===== src/btsb_pkg.sv =====
// Constants and carrier types for the skip / bit-invert / overflow-branch executor.
// Assumes a core that fetches 16-bit words and supplies status, bank and mode inputs.
package btsb_pkg;
  localparam logic [3:0] BTSB_OP_INVERT = 4'h7;
  localparam logic [3:0] BTSB_OP_SKIPSET = 4'ha;
  localparam logic [7:0] BTSB_OP_BRANCH_OV = 8'he4;
  localparam logic [7:0] BTSB_ILO_LIMIT = 8'h5f;
  localparam logic [7:0] BTSB_ACCESS_SPLIT = 8'h60; // Access bank low/high split
  localparam logic [3:0] BTSB_ACCESS_HIGH_BANK = 4'hf;
  localparam logic [20:0] BTSB_PC_RESET = 21'h00_0000;
  localparam logic [20:0] BTSB_PC_STEP = 21'h00_0002;
  localparam int BTSB_CLK_NS = 100;

  // Quarter phases of one instruction cycle
  typedef enum logic [1:0] {BTSB_Q1, BTSB_Q2, BTSB_Q3, BTSB_Q4} btsb_q_e;

  // Data memory request towards the core data path
  typedef struct packed {
    logic rd;
    logic wr;
    logic [11:0] addr;
    logic [7:0] wdata;
  } btsb_mem_s;

  // Decoded addressing of a bit-oriented instruction
  typedef struct packed {
    logic [11:0] addr;
    logic ilo;
  } btsb_addr_s;
endpackage


===== src/btsb_addr_gen.sv =====
// Effective data address generator for bit-oriented instructions.
// Assumes the index register value is supplied by the core when indexed mode is used.
`timescale 1ns/1ns
module btsb_addr_gen
  import btsb_pkg::*;
(
  // Instruction fields
  input wire logic [7:0] file_addr,
  input wire logic access_flag,
  // Core state
  input wire logic [3:0] bank_select_reg,
  input wire logic ext_set_en,
  input wire logic [11:0] index_base,
  // Result
  output btsb_addr_s result
);
  // Mode chosen once, address formed from that mode
  always_comb begin
    result.ilo = 1'b0;
    if (access_flag) begin
      result.addr = {bank_select_reg, file_addr};
    end else if (ext_set_en && (file_addr <= BTSB_ILO_LIMIT)) begin
      result.ilo = 1'b1;
      result.addr = index_base + {4'h0, file_addr};
    end else if (file_addr < BTSB_ACCESS_SPLIT) begin
      result.addr = {4'h0, file_addr};
    end else begin
      result.addr = {BTSB_ACCESS_HIGH_BANK, file_addr};
    end
  end
endmodule


===== src/btsb_exec.sv =====
// Executor for skip-if-bit-set, bit invert and branch on overflow.
// Assumes the fetch path presents instr_word with instr_valid at each cycle's Q1,
// next_two_word flags a two-word follower, and read data returns by Q3.
`timescale 1ns/1ns
module btsb_exec
  import btsb_pkg::*;
(
  // Clock and reset
  input wire logic clk,
  input wire logic sys_rst,
  // Instruction fetch
  input wire logic [15:0] instr_word,
  input wire logic instr_valid,
  input wire logic next_two_word,
  // Core state
  input wire logic [3:0] bank_select_reg,
  input wire logic ext_set_en,
  input wire logic [11:0] index_base,
  input wire logic overflow_flag,
  // Data memory
  input wire logic [7:0] mem_rdata,
  output btsb_mem_s mem,
  // Program counter and status
  output logic [20:0] pc,
  output logic pc_write,
  output logic dummy_cycle,
  output logic flags_write,
  output btsb_q_e q_phase
);
  // Run state: executing fetched words or burning inserted dummy cycles
  typedef enum logic [1:0] {BTSB_ST_RUN, BTSB_ST_DUMMY} btsb_st_e;

  // Sequencing state
  btsb_st_e st;
  btsb_st_e next_st;
  logic [1:0] dummy_left;
  logic [1:0] next_dummy_left;
  logic [15:0] ir;
  logic [15:0] next_ir;
  logic [20:0] next_pc;
  logic next_pc_write;
  logic next_dummy_cycle;
  // Phase, memory and status next values
  btsb_q_e next_q;
  btsb_mem_s next_mem;
  logic next_flags_write;
  // Shared decode results
  btsb_addr_s ea;
  logic [7:0] bit_mask;
  logic running;
  logic bit_op;
  logic skip_hit;
  logic branch_hit;
  logic last_dummy;
  logic [20:0] branch_target;

  // Opcode match helpers, used in several phases
  function automatic logic is_invert(input logic [15:0] w);
    return w[15:12] == BTSB_OP_INVERT;
  endfunction
  function automatic logic is_skip(input logic [15:0] w);
    return w[15:12] == BTSB_OP_SKIPSET;
  endfunction
  function automatic logic is_bov(input logic [15:0] w);
    return w[15:8] == BTSB_OP_BRANCH_OV;
  endfunction
  // Bit-oriented words request their target byte in Q2 and read it under the Q3 strobe
  function automatic logic is_bit_op(input logic [15:0] w);
    return is_invert(w) || is_skip(w);
  endfunction

  btsb_addr_gen u_addr (
    .file_addr(ir[7:0]),
    .access_flag(ir[8]),
    .bank_select_reg(bank_select_reg),
    .ext_set_en(ext_set_en),
    .index_base(index_base),
    .result(ea)
  );

  assign bit_mask = 8'h01 << ir[11:9];

  // Decisions shared by the sequencing and memory groups
  assign running = (st == BTSB_ST_RUN);
  assign bit_op = running && is_bit_op(ir);
  // skip only when tested bit is 1
  assign skip_hit = running && is_skip(ir) && ((mem_rdata & bit_mask) != 8'h00);
  assign branch_hit = running && is_bov(ir) && overflow_flag;
  assign branch_target = pc + {{12{ir[7]}}, ir[7:0], 1'b0};
  // Final quarter of the last dummy cycle hands control back
  assign last_dummy = !running && (dummy_left == 2'd1);

  // Quarter-phase ring, one quarter per clock; it never stalls
  always_comb begin
    next_q = BTSB_Q1;
    case (q_phase)
      BTSB_Q1: begin
        next_q = BTSB_Q2;
      end
      BTSB_Q2: begin
        next_q = BTSB_Q3;
      end
      BTSB_Q3: begin
        next_q = BTSB_Q4;
      end
      BTSB_Q4: begin
        next_q = BTSB_Q1;
      end
      default: begin
        next_q = BTSB_Q1;
      end
    endcase
  end

  // Phase register
  always_ff @(posedge clk) begin
    if (sys_rst) begin
      q_phase <= BTSB_Q1;
    end else begin
      q_phase <= next_q;
    end
  end

  // Instruction sequencing, program counter and dummy cycles
  always_comb begin
    next_st = st;
    next_dummy_left = dummy_left;
    next_ir = ir;
    next_pc = pc;
    next_pc_write = 1'b0;
    next_dummy_cycle = dummy_cycle;
    case (q_phase)
      BTSB_Q1: begin
        if (running) begin
          // Decode: a missing word executes as a no-op
          next_ir = instr_valid ? instr_word : 16'h0000;
          next_dummy_cycle = 1'b0;
          if (instr_valid) begin
            // PC points past this word while it executes
            next_pc = pc + BTSB_PC_STEP;
          end
        end
      end
      BTSB_Q4: begin
        if (!running) begin
          next_dummy_left = dummy_left - 2'd1;
          if (last_dummy) begin
            // Flag drops here so it never spills into the next fetch
            next_st = BTSB_ST_RUN;
            next_dummy_cycle = 1'b0;
          end
        end else if (skip_hit) begin
          next_st = BTSB_ST_DUMMY;
          next_dummy_cycle = 1'b1;
          next_dummy_left = next_two_word ? 2'd2 : 2'd1;
          next_pc = pc + (next_two_word ? (BTSB_PC_STEP << 1) : BTSB_PC_STEP);
        end else if (branch_hit) begin
          next_pc = branch_target;
          next_pc_write = 1'b1;
          next_st = BTSB_ST_DUMMY;
          next_dummy_cycle = 1'b1;
          next_dummy_left = 2'd1;
        end
      end
      default: begin
        next_st = st;
      end
    endcase
  end

  // Sequencing registers
  always_ff @(posedge clk) begin
    if (sys_rst) begin
      st <= BTSB_ST_RUN;
      dummy_left <= 2'd0;
      ir <= 16'h0000;
      pc <= BTSB_PC_RESET;
      pc_write <= 1'b0;
      dummy_cycle <= 1'b0;
    end else begin
      st <= next_st;
      dummy_left <= next_dummy_left;
      ir <= next_ir;
      pc <= next_pc;
      pc_write <= next_pc_write;
      dummy_cycle <= next_dummy_cycle;
    end
  end

  // Data memory request: read strobe in Q3, write strobe in Q1 of the next cycle
  always_comb begin
    next_mem = mem;
    case (q_phase)
      BTSB_Q1: begin
        // Write strobe lasts one quarter only
        next_mem.wr = 1'b0;
      end
      BTSB_Q2: begin
        // Read register f for bit instructions
        next_mem.rd = bit_op;
        next_mem.addr = ea.addr;
      end
      BTSB_Q3: begin
        next_mem.rd = 1'b0;
        next_mem.wdata = mem_rdata ^ bit_mask;
      end
      BTSB_Q4: begin
        next_mem.wr = running && is_invert(ir);
      end
      default: begin
        next_mem.wr = 1'b0;
      end
    endcase
  end

  // Memory request register
  always_ff @(posedge clk) begin
    if (sys_rst) begin
      mem <= '0;
    end else begin
      mem <= next_mem;
    end
  end

  // Status flags: none of these instructions touches them
  always_comb begin
    next_flags_write = 1'b0;
  end

  // Status register
  always_ff @(posedge clk) begin
    if (sys_rst) begin
      flags_write <= 1'b0;
    end else begin
      flags_write <= next_flags_write;
    end
  end
endmodule


===== config.mk =====
export PLATFORM = sky130hd
export DESIGN_NAME = btsb_exec
export DESIGN_NICKNAME = d
export VERILOG_FILES = /design/src/btsb_pkg.sv /design/src/btsb_addr_gen.sv /design/src/btsb_exec.sv
export SDC_FILE = /design/constraint.sdc
export NUM_CORES = 1
export LEC_CHECK = 0
export BUFFER_PORTS_ARGS = -buffer_cell sky130_fd_sc_hd__buf_2
export CORE_MARGIN = 3
export CORE_UTILIZATION = 40
export DETAILED_ROUTE_END_ITERATION = 8
export MAX_ROUTING_LAYER = met4
export PLACE_DENSITY = 0.61
export SYNTH_ARGS = -nofsm -noshare
export SYNTH_HDL_FRONTEND = slang
export SYNTH_SLANG_ARGS = --single-unit

===== constraint.sdc =====
create_clock -name clk -period 7.6 [get_ports clk]
set_input_delay 0.76 -clock clk [delete_from_list [all_inputs] [get_ports clk]]
set_output_delay 0.76 -clock clk [all_outputs]
set_load 0.02 [all_outputs]

# Yosys cells after proc, flatten, opt, wreduce, memory -nomap -nowiden
# Cells that the tools add are included.
# classes
bitwise	4
n_addsub	5
n_lt_le_gt_ge	2
muxes	28
shifts	1
reduce_logical	22
eq_ne	14
# ops
cell	count
21-bit 2-to-1 mux	5
21-bit one-hot mux with 2 select lines	1
12-bit 2-to-1 mux	3
21-bit by 2-bit adder with 21-bit output (second input constant)	1
21-bit adder	1
21-bit by 3-bit adder with 21-bit output	1
16-bit 2-to-1 mux	1
2-bit 2-to-1 mux	7
12-bit by 8-bit adder with 12-bit output	1
8-bit AND	1
8-bit equality test (second input constant)	1
8-bit by 7-bit less-or-equal comparator with 1-bit output (second input constant)	1
1-bit logical AND	8
8-bit by 7-bit < comparator with 1-bit output (second input constant)	1
2-bit one-hot mux with 4 select lines	1
8-bit nonzero test	1
1-bit by 3-bit left shift with 8-bit output (first input constant)	1
8-bit XOR	1
1-bit 2-to-1 mux	6
2-bit inequality test (second input constant)	3
3-bit inequality test (second input constant)	2
1-bit one-hot mux with 2 select lines	3
2-bit nonzero test	3
5-bit AND reduction	1
other kinds (16)	21
# word_totals
in_bits	46
ff_bits	67
elab_cells	87

# Logic depth before layout (Yosys ltp)
# Gate-level depths: netlist of run 1.
# logic_depth
word_depth	7
ltp_mapped	17
ltp_nobuf	16

# Modules after synthesis
# From an unflattened synthesis of run 1, not the netlist that was laid out.
# hier_totals
hier_cells	529
hier_area_um2	4311.6
# modules_own_cells
module	area_each_um2	instances	seq_area_each_um2	cells_each
btsb_exec	3686.0	1	1301.2	434
btsb_addr_gen	625.6	1	0.0	95

# Worst setup path after synthesis of run 1
# OpenSTA, ideal clock, no wires.
# synth_timing
path_type	input to register
startpoint	input mem_rdata[5]
endpoint	register pc[20]
setup_slack_ps	3881
setup_time_ps	123
path_stages	13
n_path_buf	0
arrival_time_ps	3596
required_time_ps	7477
cell_sequence	ha_1 > nor4_4 > a2111oi_4 > nor2_1 > and2_1 > ha_1 > a21o_1 > a21oi_1 > o21ai_0 > a21o_1 > a41oi_2 > mux2i_1 > mux2_1
# synth_between
elab_chain_cells	6
word_cells_on_any_way	8
cone_classes	eq/ne: 1; mux: 3; bitwise: 1; reduce/logical: 3
# synth_rtl
item	line	source
start, declared	btsb_exec.sv:21	input wire logic [7:0] mem_rdata,
8-bit AND *	btsb_exec.sv:87	assign skip_hit = running && is_skip(ir) && ((mem_rdata & bit_mask) != 8'h00);
8-bit nonzero test *	btsb_exec.sv:87	
1-bit logical AND *	btsb_exec.sv:87	
21-bit 2-to-1 mux	btsb_exec.sv:152	end else if (skip_hit) begin
21-bit 2-to-1 mux	btsb_exec.sv:145	if (!running) begin
21-bit one-hot mux with 2 select lines	btsb_exec.sv:132	case (q_phase)
end signal, assigned	btsb_exec.sv:184	pc <= next_pc;
end, declared	btsb_exec.sv:24	output logic [20:0] pc,
# Every way passes the cells marked *; elsewhere a longest branch is shown, timed or not. The select of a mux whose other input is x is not followed.
# A chain may end at the register's enable or synchronous reset.

# Worst setup path after layout of run 1
# layout_timing
startpoint	register ir[10]
endpoint	register pc[19]
# layout_between
elab_chain_cells	7
word_cells_on_any_way	12
cone_classes	eq/ne: 2; shift: 1; mux: 3; bitwise: 1; reduce/logical: 5
# layout_rtl
item	line	source
start, declared	btsb_exec.sv:38	logic [15:0] ir;
start signal, assigned	btsb_exec.sv:183	ir <= next_ir;
1-bit by 3-bit left shift with 8-bit output	btsb_exec.sv:81	assign bit_mask = 8'h01 << ir[11:9];
8-bit AND	btsb_exec.sv:87	
8-bit nonzero test	btsb_exec.sv:87	
1-bit logical AND	btsb_exec.sv:87	
21-bit 2-to-1 mux	btsb_exec.sv:152	
21-bit 2-to-1 mux	btsb_exec.sv:145	
21-bit one-hot mux with 2 select lines	btsb_exec.sv:132	
# Several ways; a longest one is shown, not always the timed one. The select of a mux whose other input is x is not followed.

==> results summary, run 1 <==
The flow ran to the end, and the final reports show no timing, DRC or antenna violations. The die footprint came out at 12070 um2. Setup repair after global routing left no endpoint under its margin. The final worst clock skew came out at between 0.009 and 0.01 ns.

The async set-or-reset flop fraction in the synthesized netlist is 0%. Among all stages on the critical path, the largest delay is contributed by a2111oi_4. The arrival time at the worst endpoint came out at 4.36 ns. STA classifies the critical path startpoint as a register.

Yosys attributes the largest share of cell area to dfxtp_1 (30%), ha_1 (12%), a21oi_1 (6.0%). The clock network fraction of total power came out at between 20 and 30%. STA classifies the critical path endpoint as a register. The via count of the first global-routing pass is 3841. The pin count of the biggest net entering global routing came out at 73.

The terminus of the critical flop-to-flop path is pc[19]. The power density of the placed cells came out at 223.7 nW/um2. The root buffer cell is clkbuf_8. The share of the yosys chip area belonging to registers is 30.16%. The multiplexer fraction of the synthesized cell area is 6.294%.

In this run the worst hold path is classified as reg2reg. The detailed-route DRC error count is 0. Detailed routing inserted a total of roughly 4.0k vias.

For this run, the slowest stage of the critical path takes 0.51 ns. TritonCTS built the clock tree. In this run the remaining antenna-violating nets after routing total 0. The post-cts hold buffer count is 0. Static timing analysis puts the maximum clock frequency at 240.4 MHz. The area fraction in and, or, nand and nor cells after synthesis came out at 21.43%. In this run the tightest slew margin relative to its limit is 25.95%. In this run switching power makes up 38.30% of total power.

The die extent in x came out at 109.9 um. The ratio of final minimum period to clock period is 54.72%. The internal power consumption came out at about 0.7 mW. The warning count from the yosys run came out at 0. The post-CTS clock slew at the launch and capture registers of the worst setup and hold paths came out at 0.08 ns. The post-detailed-placement half-perimeter wirelength came out at 7.880 mm. Once placement finished, the instance area stood at between 4000 and 5000 um2. The number of violations of the max-capacitance limit is 0. The final routed wire length divided by cell count came out at 14.24 um. The xor/xnor cell area share of the yosys netlist is 4.263%.

The fraction of layout instances using a drive strength above 1 came out at around 20%. The number of enable flip-flop cells after synthesis came out at 0. The critical path runs through a total of 15 cells. The routed design has about 11 mm of wire.

Among all flip-flop cells after synthesis, the most frequent one is dfxtp_1. In the final design database the tool counted 686 nets. Summed over all nets, the switching power comes to 0.4302 mW. The post-layout minimum cycle time is just over 4 ns. After the flow finishes, the layout carries non-filler instances totaling 740.

The synthesis-to-finish area growth is 16.42%. The count of pins over their slew limit is 0. The count of boundary I/O pins came out at 94.

The cell count after placement came out at 723. For this block, the initial DRC count from the detailed router was roughly 180. No sink is reached through more buffers than the 2 on the longest clock path. The synthesized netlist devotes between 10% and 20% of its cell area to adder and majority cells. The instance count of the mapped netlist came out at between 500 and 600. The final global-route overflow total came out at 0.

The worst path buffer plus inverter count is 0. The first detailed-routing pass ran for 4 iterations. Walking the worst path, the cells encountered are nor3b_2 -> ha_1 -> nor4_4 -> a2111oi_4 -> and2_1 -> o21ai_0 -> ha_1 -> fa_1 -> a211oi_1 -> o211ai_1 -> a21oi_1 -> o221ai_1 -> xor2_1 -> mux2i_1 -> nor2_1. The row count came out at 37.

The top cell type's share of synthesized area came out at 30.16%. The clock drives 65 sinks. The maximum vdd drop came out at 0.0001018 V.

The first global-routing pass estimated 17.59 mm of wire. Counting the buffers created by CTS gives 9. During placement, the flow inserted port buffers numbering 91. The number of H-tree levels is 3. Clock latency on the worst-skew pair, taken at its later pin, is 0.35 ns. By instance count, the cell type seen most on the critical path is ha_1. The final hold slack is about 0.46 ns. The library cell with the largest summed area after synthesis is dfxtp_1. The number of different library cells used by synthesis comes to 53. The fill cell total of the finished layout is approximately 1.1k.

The compound-cell area share of the yosys netlist came out at 20.33%. Among cell families on the critical path, the largest total delay comes from compound AO/OA/AOI/OAI gates. The transition time of the tightest slew-check pin came out at approximately 1.1 ns. The register-to-register setup slack came out at 3.44 ns.

The main combinational cell family by area after synthesis is simple AND/OR/NAND/NOR gates. The most critical setup path has its startpoint at ir[10]. The data required time at the worst endpoint is slightly below 8 ns. The depth of the most critical reg-to-reg path came out at 15. The effective utilization at floorplan came out at 41.42%.

The total track usage came out at 18.57%. The final hold violation count is 0. The sequential share of power is 37.9%. Buffers added to address setup during post-CTS repair amount to 0.

The standard cell core area came out at ~10000 um2. After routing, the total negative slack on setup checks comes to 0 ns. The final cell area excluding filler cells came out at approximately 5000 um2. The placer's final routability congestion estimate is 0.8988. The leakage power is 2.291 nW. The die height is 109.9 um.

The post-synthesis instance area came out at ~4300 um2. The worst setup path endpoint is pc[19]. The number of synthesized register bits came out at 65.

In this run the critical register-to-register path is launched from ir[10]. The initial antenna violation count is 0. The critical path is of the reg2reg type. The relative contribution of combinational cells to total power came out at 34.7%.

The number of resized instances in the post-cts repair step came out at 0. The synthesized area divided by synthesized cell count came out at 8.249 um2. Along the worst path, the maximum fanout reaches 9. The final number of setup-violating endpoints came out at 0. After detailed routing, the number of vias per cell comes to 5.350.
-- logic make-up after synthesis --
| family | Yosys count |
|---|---|
| AOI/OAI and AO/OA | 131 |
| DFF | 65 |
| buffers and inverters | 49 |
| and+or+nand+nor | 187 |
| adders and majority gates | 42 |
| other | 1 |
| xor gates and xnor gates | 21 |
| muxes | 27 |
-- cell type report --
class                           instances  area (um2)  share of cell area [%]
Clock inverter                          6       67.56                   1.345
Sequential cell                        65        1301                   25.91
Clock buffer                           10       137.6                   2.740
Tap cell                              136       170.2                   3.388
Antenna cell                            1       2.502                 0.04983
Multi-Input combinational cell        410        2805                   55.85
Timing Repair Buffer                   92       462.9                   9.218
Inverter                               20       75.07                   1.495
-- metrics by stage --
stage,setup slack [ns],utilization [%],power [mW]
floorplan,3.881,-,0.7311
global placement,3.441,46.22,0.8170
detailed placement,3.337,46.22,0.8248
CTS,3.444,48.19,1.135
global route,2.985,48.19,1.203
finish,3.441,48.22,1.123
-- power groups by stage --
stage	registers [mW]	clock network, mW	logic [mW]
after global routing	0.433	0.331	0.438
final	0.426	0.308	0.390
after global placement	0.432	0	0.385
after floorplan	0.464	0	0.267
after CTS	0.426	0.316	0.393
after detailed placement	0.434	0	0.391
-- worst min-delay path, stage by stage (launching register included) --
cell and delay (ns):
dfxtp_1 0.32, nand2_1 0.05, a21oi_1 0.05
-- layer usage --
layer	vias up	GRT usage, %	share of wire (%)
met5	-	-	0
met4	0	4.987	1.1
met3	14	2.995	4.5
met2	94	31.07	47
met1	1836	23.22	47
li1	2015	-	-
-- cells in the final DEF (no fill, tap or decap), types with 11 or more instances in the layout --
cell	instances
nor2_1	59
inv_1	20
ha_1	40
nand3_1	24
xnor2_1	13
mux2i_1	26
a21o_1	11
buf_2	91
o21ai_0	17
a211oi_1	17
nand2_1	48
a21oi_1	52
dfxtp_1	65
-- cells in the mapped netlist (all sizes together) (2+ instances only) --
cell type,number
dfxtp,65
nor2,59
a21oi,52
nand2,48
ha,40
mux2i,26
nand3,24
clkbuf,21
inv,20
a211oi,18
o21ai,18
xnor2,13
a21o,11
and2,9
nor3,9
nor3b,9
buf,8
xor2,8
nor2b,6
o211ai,6
a311oi,5
nand2b,5
a211o,3
and3,3
nand4,3
o21a,3
o21bai,3
a31oi,2
and3b,2
fa,2
nand4b,2
nor4,2
nor4b,2
o2111ai,2
o311ai,2
or2,2
-- registers in the layout, summed over array words and instances, names as in the netlist --
register,count
mem,22
pc,20
ir,16
dummy_left,2
q_phase,2
dummy_cycle,1
pc_write,1
st,1
-- worst min-delay path by stage --
stage | from | end | slack (ns) | cells past startpoint
global placement | ir[13] | ir[13] | 0.45 | 2
global route | ir[13] | ir[13] | 0.48 | 2
floorplan | ir[13] | ir[13] | 0.43 | 2
detailed placement | ir[13] | ir[13] | 0.45 | 2
CTS | ir[13] | ir[13] | 0.46 | 2
finish | ir[13] | ir[13] | 0.46 | 2
(Power assumes the default switching activity.)
==> run 2, diff against run 1 <==
--- a/config.mk
+++ b/config.mk
@@ -10,7 +10,7 @@
 export CORE_UTILIZATION = 40
 export DETAILED_ROUTE_END_ITERATION = 8
 export MAX_ROUTING_LAYER = met4
-export PLACE_DENSITY = 0.61
+export PLACE_DENSITY = 0.63
 export SYNTH_ARGS = -nofsm -noshare
 export SYNTH_HDL_FRONTEND = slang
 export SYNTH_SLANG_ARGS = --single-unit
==> constraint.sdc (replaced) <==
create_clock -name clk -period 3.6 [get_ports clk]
set_input_delay 0.36 -clock clk [delete_from_list [all_inputs] [get_ports clk]]
set_output_delay 0.36 -clock clk [all_outputs]
set_load 0.02 [all_outputs]
==> results summary, run 2 (synthesis results as in run 1) <==
The pin count of the biggest net entering global routing came to 35 (-52%). The power density of the placed cells came to 437.3 nW/um2 (+96%). The worst setup slack after placement is -0.2773 ns (-3.615 ns). The post-layout utilization of the core came out at 52.62% (+4.4 points). The worst hold path startpoint is instr_word[11].

The min-delay analysis places its worst path in the category in2reg. The count of input and output buffers came out at 91 (unchanged). The critical path class is reg2reg. The die footprint is 12070 um2 (unchanged). The post-detailed-placement half-perimeter wirelength is 8.426 mm (+6.9%). The largest registers in the layout are mem x22, pc x20, ir x16.

The placer's final routability congestion estimate came out at 0.8857 (-1.5%). The worst slew margin relative to its limit is 58.54% (+33 points). The depth of the worst hold-timing path came out at 3 (+1).

The maximum vdd drop was 0.0002322 V (+130%). The flow ran to the end, and the final reports show no timing, DRC or antenna violations. The leakage power is 2.512 nW (+9.7%).

The TritonCTS buffer count came to 9 (unchanged). The die height is 109.9 um (unchanged). The data required time at the worst endpoint was 3.84 ns (-3.97 ns). The transition time of the tightest slew-check pin is 0.6219 ns (-0.4866 ns). The number of nets in the final layout was 728 (+6.1%). The initial antenna violation count is 0 (unchanged). The peak fanout along the critical path came to 6 (-3). The ratio of final minimum period to clock period came out at 98.24% (+44 points).

The number of violations reported at the end of detailed-routing iteration 0 is 181 (unchanged). The number of H-tree levels came out at 3 (unchanged). The number of iterations in the first detailed-routing pass came out at 4 (unchanged).

TritonCTS built the clock tree. The via count of the first global-routing pass was 3938 (+2.5%). The number of diodes is 0 (-1). The average via count per standard cell came out at 5.195 (-2.9%).

The final worst clock skew came out at 0.01340 ns (+0.003553 ns). The row count came out at 37 (unchanged). The final number of setup-violating endpoints was 0 (unchanged). The global-route wire length before repair came out at 18.25 mm (+3.8%).

The post-route worst setup slack came out at 0.06354 ns (-3.377 ns). The detailed-route via count came to 4057 (+2.5%). The synthesis-to-finish area growth came out at 27.06%. Counting flops per register, the top entry is mem.

The number of antenna-violating nets in the routed design is 0 (unchanged). The clock net sink count is 65 (unchanged). Setup repair after global routing could not meet its margin everywhere.

The number of flip-flops in the largest register is 22 (unchanged). The worst setup path is launched from a register. The count of pins over their slew limit is 0 (unchanged).

The final routed wire length divided by cell count is 14.08 um (-1.1%). The die extent in x is 109.9 um (unchanged). The arrival time at the worst endpoint came to 3.77 ns (-0.59 ns). The count of boundary I/O pins is 94 (unchanged). The post-layout minimum cycle time is 3.536 ns (-0.6226 ns).

The hold-critical path endpoint is ir[11]. The post-route total power came out at 2.397 mW (+110%). The final hold violation count is 0 (unchanged). The terminus of the critical flop-to-flop path is pc[20]. The depth of the most critical reg-to-reg path is 17 (+2).

The insertion delay of the later-clocked pin in the worst-skew pair came out at 0.35 ns (about the same). The standard cell core area came out at 10420 um2 (unchanged). The total track usage came out at 19.42% (+0.85 points). The root buffer cell is clkbuf_8. The final global-route overflow total was 0 (unchanged). The worst register-to-register path begins at ir[11].

In the layout the commonest cells are buf_2 (91), dfxtp_1 (62), nor2_1 (58). The final routed wirelength across all metal layers is 10.99 mm (+4.3%). The fraction of layout instances using a drive strength above 1 came to 29.15% (+9.4 points). The register-to-register setup slack came out at 0.06 ns (-3.38 ns). The type of destination of the critical path is a register. The detailed-route DRC error count is 0 (unchanged). The number of violations of the max-capacitance limit is 0 (unchanged).

The most common cell after layout, fill and taps aside is buf_2. The effective utilization at floorplan is 41.42% (unchanged). The maximum buffer depth of the clock tree came out at 2 (unchanged).

The maximum clock rate came out at 282.8 MHz (+18%). The post-CTS clock slew at the launch and capture registers of the worst setup and hold paths is 0.08 ns (about the same).
==> run 2: changes by cell type in the layout (fill, tap and decap cells not counted), moves of 3 or more <==
cell and change:
ha_4 +4, o21ai_2 +3, a211oi_1 -3, buf_6 +4
buf_4 +38, dfxtp_4 +3, ha_1 -6, dfxtp_1 -3
o21ai_0 -4, a211oi_2 +3, inv_6 +3
==> run 2: repair_timing <==
action | in CTS | in global routing
gates cloned | 0 | 0
gates resized for setup | 13 | 30
setup endpoints to repair | 8 | 9
setup buffers | 2 | 6
pin swaps | 7 | 10
hold buffers | 0 | 0
hold endpoints to repair | 0 | 0
==> run 2: where the power goes <==
| group | switching [mW] | total [mW] | internal (mW) |
|---|---|---|---|
| combinational | 0.536 | 0.895 | 0.360 |
| sequential | 0.0842 | 0.900 | 0.816 |
| clock | 0.325 | 0.602 | 0.277 |
| total | 0.944 | 2.40 | 1.45 |
==> run 2: routing by layer <==
layer	routed length [um]	global-route usage, %
met5	0	-
met4	146	5.788
met3	371	3.406
met2	5508	32.84
met1	4968	23.60
==> run 2: worst max-delay path by stage <==
stage          slack [ns]      to  startpoint
6_report             0.06  pc[20]      ir[11]
5_1_grt             -0.15  pc[19]      ir[11]
4_1_cts             0.005  pc[20]      ir[10]
2_1_floorplan        0.01  pc[19]      ir[10]
3_5_place_dp        -0.28  pc[19]       ir[9]
3_3_place_gp        -0.13  pc[19]       ir[9]
==> run 2: cell type report <==
type	instances	area, um2
repair buffers	134	793.3
clock inverters	6	50.05
flip-flops and latches	65	1313
inverters	20	75.07
fillers	981	4935
clock buffers	10	137.6
multi-input cells	410	2943
well taps	136	170.2
==> run 2: worst max-delay path: stages (launching register included) <==
cell and delay [ns]:
dfxtp_4 0.37, buf_6 0.12, and3_4 0.18, ha_4 0.16
nor4_4 0.27, a2111oi_4 0.11, buf_4 0.17, and2_4 0.17
buf_6 0.11, o21a_4 0.20, ha_4 0.22, a211oi_2 0.21
o21bai_2 0.12, o21ai_2 0.15, o211ai_1 0.13, a41oi_2 0.17
mux2i_1 0.21, mux2_1 0.34
==> run 2: metrics by stage <==
step	setup TNS, ns	hold slack (ns)	std cells	cell area [um2]
after global placement	-0.3600	0.4461	758	5079
after floorplan	0	0.4324	524	4320
after CTS	0	0.2534	776	5336
final	0	0.2665	781	5482
after global routing	-0.5170	0.2663	781	5482
after detailed placement	-1.060	0.4570	758	5079
==> run 3, diff against run 2 <==
--- a/config.mk
+++ b/config.mk
@@ -5,12 +5,14 @@
 export SDC_FILE = /design/constraint.sdc
 export NUM_CORES = 1
 export LEC_CHECK = 0
+export ABC_AREA = 1
 export BUFFER_PORTS_ARGS = -buffer_cell sky130_fd_sc_hd__buf_2
 export CORE_MARGIN = 3
 export CORE_UTILIZATION = 40
 export DETAILED_ROUTE_END_ITERATION = 8
 export MAX_ROUTING_LAYER = met4
 export PLACE_DENSITY = 0.63
+export REMOVE_ABC_BUFFERS = 1
 export SYNTH_ARGS = -nofsm -noshare
 export SYNTH_HDL_FRONTEND = slang
 export SYNTH_SLANG_ARGS = --single-unit
==> results summary, run 3 <==
The number of flip-flops in the largest register came out at 22 (unchanged). The effective utilization at floorplan is 41.65% (+0.24 points). The detailed-route DRC error count came to 0 (unchanged). The initial antenna violation count is 0 (unchanged).

The warning count from the yosys run is 0 (unchanged). The most common cell after layout, fill and taps aside is nand2_1. The cell count after placement came to 833 (+9.9%).

The maximum vdd drop is 0.0002788 V (+20%). The number of synthesized register bits is 65 (unchanged). The root buffer cell is clkbuf_8. The worst setup slack after placement is 0.4438 ns (+0.7212 ns). The detailed-route via count came out at 4393 (+8.3%). Among all cell types in the netlist, the one instantiated most often is nand2_1. The count of input and output buffers is 91 (unchanged). More flip-flops sit in one register than any other, and that register is mem. The post-CTS clock slew at the launch and capture registers of the worst setup and hold paths came to 0.08 ns (about the same). The standard cell core area came out at 10460 um2 (+0.44%). The count of pins over their slew limit is 0 (unchanged).

The xor/xnor cell area share of the yosys netlist came to 3.015% (-1.2 points). The count of boundary I/O pins is 94 (unchanged). The worst setup path is captured at a register. The number of nets in the final layout came out at 796 (+9.3%).

The critical path class is reg2reg. The flow ran to the end, and the final reports show no timing, DRC or antenna violations. The net switching power is 1.496 mW (+58%). By area, the combinational part of the netlist is dominated by simple AND/OR/NAND/NOR gates. The die extent in x is 110.4 um (+0.48%). The average via count per standard cell is 5.174 (-0.39%).

The buffer count from post-CTS setup fixing is 0 (-2). The TritonCTS buffer count is 9 (unchanged). The die footprint came to 12180 um2 (+0.97%). The number of violations reported at the end of detailed-routing iteration 0 is 223 (+23%).

In the layout the commonest cells are nand2_1 (100), buf_2 (91), a21oi_1 (80). The final worst clock skew is 0.008180 ns (-0.005224 ns). The multiplexer fraction of the synthesized cell area came to 0% (-6.3 points). The row count is 37 (unchanged). The delay contributed by the slowest stage of the critical path came to 0.46 ns (+0.09 ns). In this run the worst hold path is classified as in2reg. The number of violations of the max-capacitance limit is 0 (unchanged). The number of enable flip-flop cells after synthesis is 0 (unchanged).

Traced cell by cell, the critical path runs through inv_1 -> nor3_1 -> ha_1 -> nor2_1 -> nand4_1 -> nand2_2 -> nand2_1 -> nor2_1 -> a31oi_1 -> ha_1 -> fa_1 -> nand3_1 -> nand2_1 -> nand3_1 -> nand2_1 -> nand3_1 -> nand2_1 -> a21oi_1 -> a21oi_1. The final global-route overflow total came to 0 (unchanged). The peak fanout along the critical path is 7 (+1). The number of antenna-violating nets in the routed design came out at 0 (unchanged). The final routed wire length divided by cell count came out at 13.66 um (-3.0%).

The ratio of final minimum period to clock period is 88.09% (-10 points). The global-route wire length before repair is 18.86 mm (+3.4%). The internal power consumption came to 1.875 mW (+29%). The post-layout minimum cycle time was 3.171 ns (-0.3654 ns). The data required time at the worst endpoint was 3.89 ns (+0.05 ns). The most numerous cell type found on the critical path is nand2_1.

The number of distinct library cells after synthesis came out at 43 (-19%). The sequential share of power came to 32.8% (-4.7 points). By area the synthesized netlist is led by dfxtp_1 (30%), ha_1 (11%), a21oi_1 (9.2%). The maximum buffer depth of the clock tree is 2 (unchanged). The clock net sink count was 65 (unchanged).

The final hold violation count is 0 (unchanged). Of all cell types, the one taking the most synthesized area is dfxtp_1. The synthesized-area fraction occupied by adder cells came out at 12.40% (-0.13 points). The transition time of the tightest slew-check pin is 0.8342 ns (+0.2123 ns).

The async set-or-reset flop fraction in the synthesized netlist is 0% (unchanged). The startpoint class of the critical path is a register. The post-route worst setup slack is 0.4289 ns (+0.3654 ns). The maximum clock rate was 315.4 MHz (+12%). The top cell type's share of synthesized area is 29.86% (-0.30 points). The number of resized instances in the post-cts repair step is 0 (-13). The instance count of the mapped netlist is 623 (+19%).

The number of H-tree levels was 3 (unchanged). The clock network fraction of total power came out at 20.8% (-4.3 points). The post-synthesis instance area came out at 4358 um2 (+1.0%). The post-cts hold buffer count came out at 0 (unchanged).

The area fraction in and, or, nand and nor cells after synthesis came to 23.74% (+2.3 points). The fraction of layout instances using a drive strength above 1 is 17.53% (-12 points). The total track usage came to 20.18% (+0.76 points).

The leakage power was 2.551 nW (+1.6%). The die height was 110.4 um (+0.48%). The post-layout utilization of the core is 48.70% (-3.9 points). The number of iterations in the first detailed-routing pass is 5 (+1).

The total area of multi-input combinational cells is 2649 um2 (-10%). The relative contribution of combinational cells to total power is 46.4% (+9.1 points). The final routed wirelength across all metal layers is 11.60 mm (+5.5%). The non-filler instance count after layout is 849 (+8.7%). The number of diodes came out at 0 (unchanged). The switching fraction of total power came out at 44.37% (+5.0 points). After synthesis, the most frequently instantiated cells are nand2_1 (100), a21oi_1 (80), dfxtp_1 (65), inv_1 (65), nor2_1 (65).

The post-detailed-placement half-perimeter wirelength came to 9.094 mm (+7.9%). The slowest stage of the critical path belongs to the cell dfxtp_1. The placer's final routability congestion estimate is 0.9211 (+4.0%). The area of all sequential standard cells came to 1301 um2 (-0.86%). The share of the yosys chip area belonging to registers came to 29.86% (-0.30 points). The pin count of the biggest net entering global routing came out at 37 (+5.7%).

The synthesized area divided by synthesized cell count was 6.995 um2 (-15%). The power density of the placed cells was 661.7 nW/um2 (+51%). The insertion delay of the later-clocked pin in the worst-skew pair is 0.35 ns (about the same). The setup TNS after final layout is 0 ns (unchanged). The compound-cell area share of the yosys netlist came out at 21.45% (+1.1 points). The worst slew margin relative to its limit came out at 44.32% (-14 points).

The final number of setup-violating endpoints was 0 (unchanged). The arrival time at the worst endpoint came out at 3.46 ns (-0.31 ns). The largest registers in the layout are mem x22, pc x20, ir x16. Setup repair after global routing left no endpoint under its margin. The via count of the first global-routing pass is 4076 (+3.5%). The fill cell total of the finished layout is 1084 (+10%). The CTS tree is yes. The dominant register cell in the synthesized netlist is dfxtp_1. The synthesis-to-finish area growth is 16.91%.
==> run 3: changes by cell type in the layout (fill, tap and decap cells not counted), sizes merged, moves of 18 or more <==
cell / before / now
a21oi: 52 / 80
buf: 134 / 94
inv: 23 / 69
mux2i: 26 / 0
nand2: 48 / 103
nand3: 24 / 42
o21ai: 18 / 55
==> run 3: power by group through the flow <==
stage | logic (mW) | clock network (mW) | registers (mW)
final | 1.56 | 0.702 | 1.11
after global routing | 1.77 | 0.748 | 1.13
after CTS | 1.57 | 0.716 | 1.10
after detailed placement | 1.56 | 0 | 1.12
after global placement | 1.55 | 0 | 1.11
after floorplan | 0.932 | 0 | 1.28
==> run 3: final cells by class <==
class	instances	area share, %
Clock buffer	11	2.775
Clock inverter	5	1.547
Inverter	71	5.427
Multi-Input combinational cell	467	51.99
Sequential cell	65	25.54
Tap cell	136	3.340
Timing Repair Buffer	94	9.381
==> run 3: path summary, 6_finish.rpt <==
check	startpoint	slack, ns	depth (start not counted)	to
max	ir[9]	0.43	19	pc[17]
min	instr_word[15]	0.28	3	ir[15]
max reg2reg	ir[9]	0.43	19	pc[17]
min reg2reg	mem[14]	0.47	2	mem[14]
==> run 3: per-stage QoR <==
step	hold slack [ns]	total power [mW]	area, um2
after floorplan	0.4291	2.210	4227
after global placement	0.4474	2.664	4875
after detailed placement	0.4554	2.681	4875
after CTS	0.2707	3.393	5095
after global routing	0.2694	3.655	5095
final	0.2756	3.371	5095
==> run 3: metal layers <==
layer	up-vias	GRT usage (%)	part of all wire [%]	wire [um]
met4	0	8.004	2.3	267
met1	1981	26.51	48	5589
li1	2276	-	-	-
met3	23	3.436	5.5	638
met5	-	-	0	0
met2	113	30.98	44	5102
==> run 3: cells by family after synthesis <==
| logic type | Yosys count |
|---|---|
| AND/OR/NAND/NOR | 238 |
| AO/OA/AOI/OAI | 170 |
| buffers and inverters | 92 |
| flip-flops | 65 |
| adder cells (fa/ha/maj) | 42 |
| XOR/XNOR | 15 |
| other | 1 |
==> run 3: worst max-delay path: cells and delay by family (launching register included) <==
family | cells | cell delay [ns]
fa+ha+maj | 3 | 0.70
simple gates | 12 | 1.49
buf+inv | 1 | 0.15
compound gates | 3 | 0.32
flops | 1 | 0.46
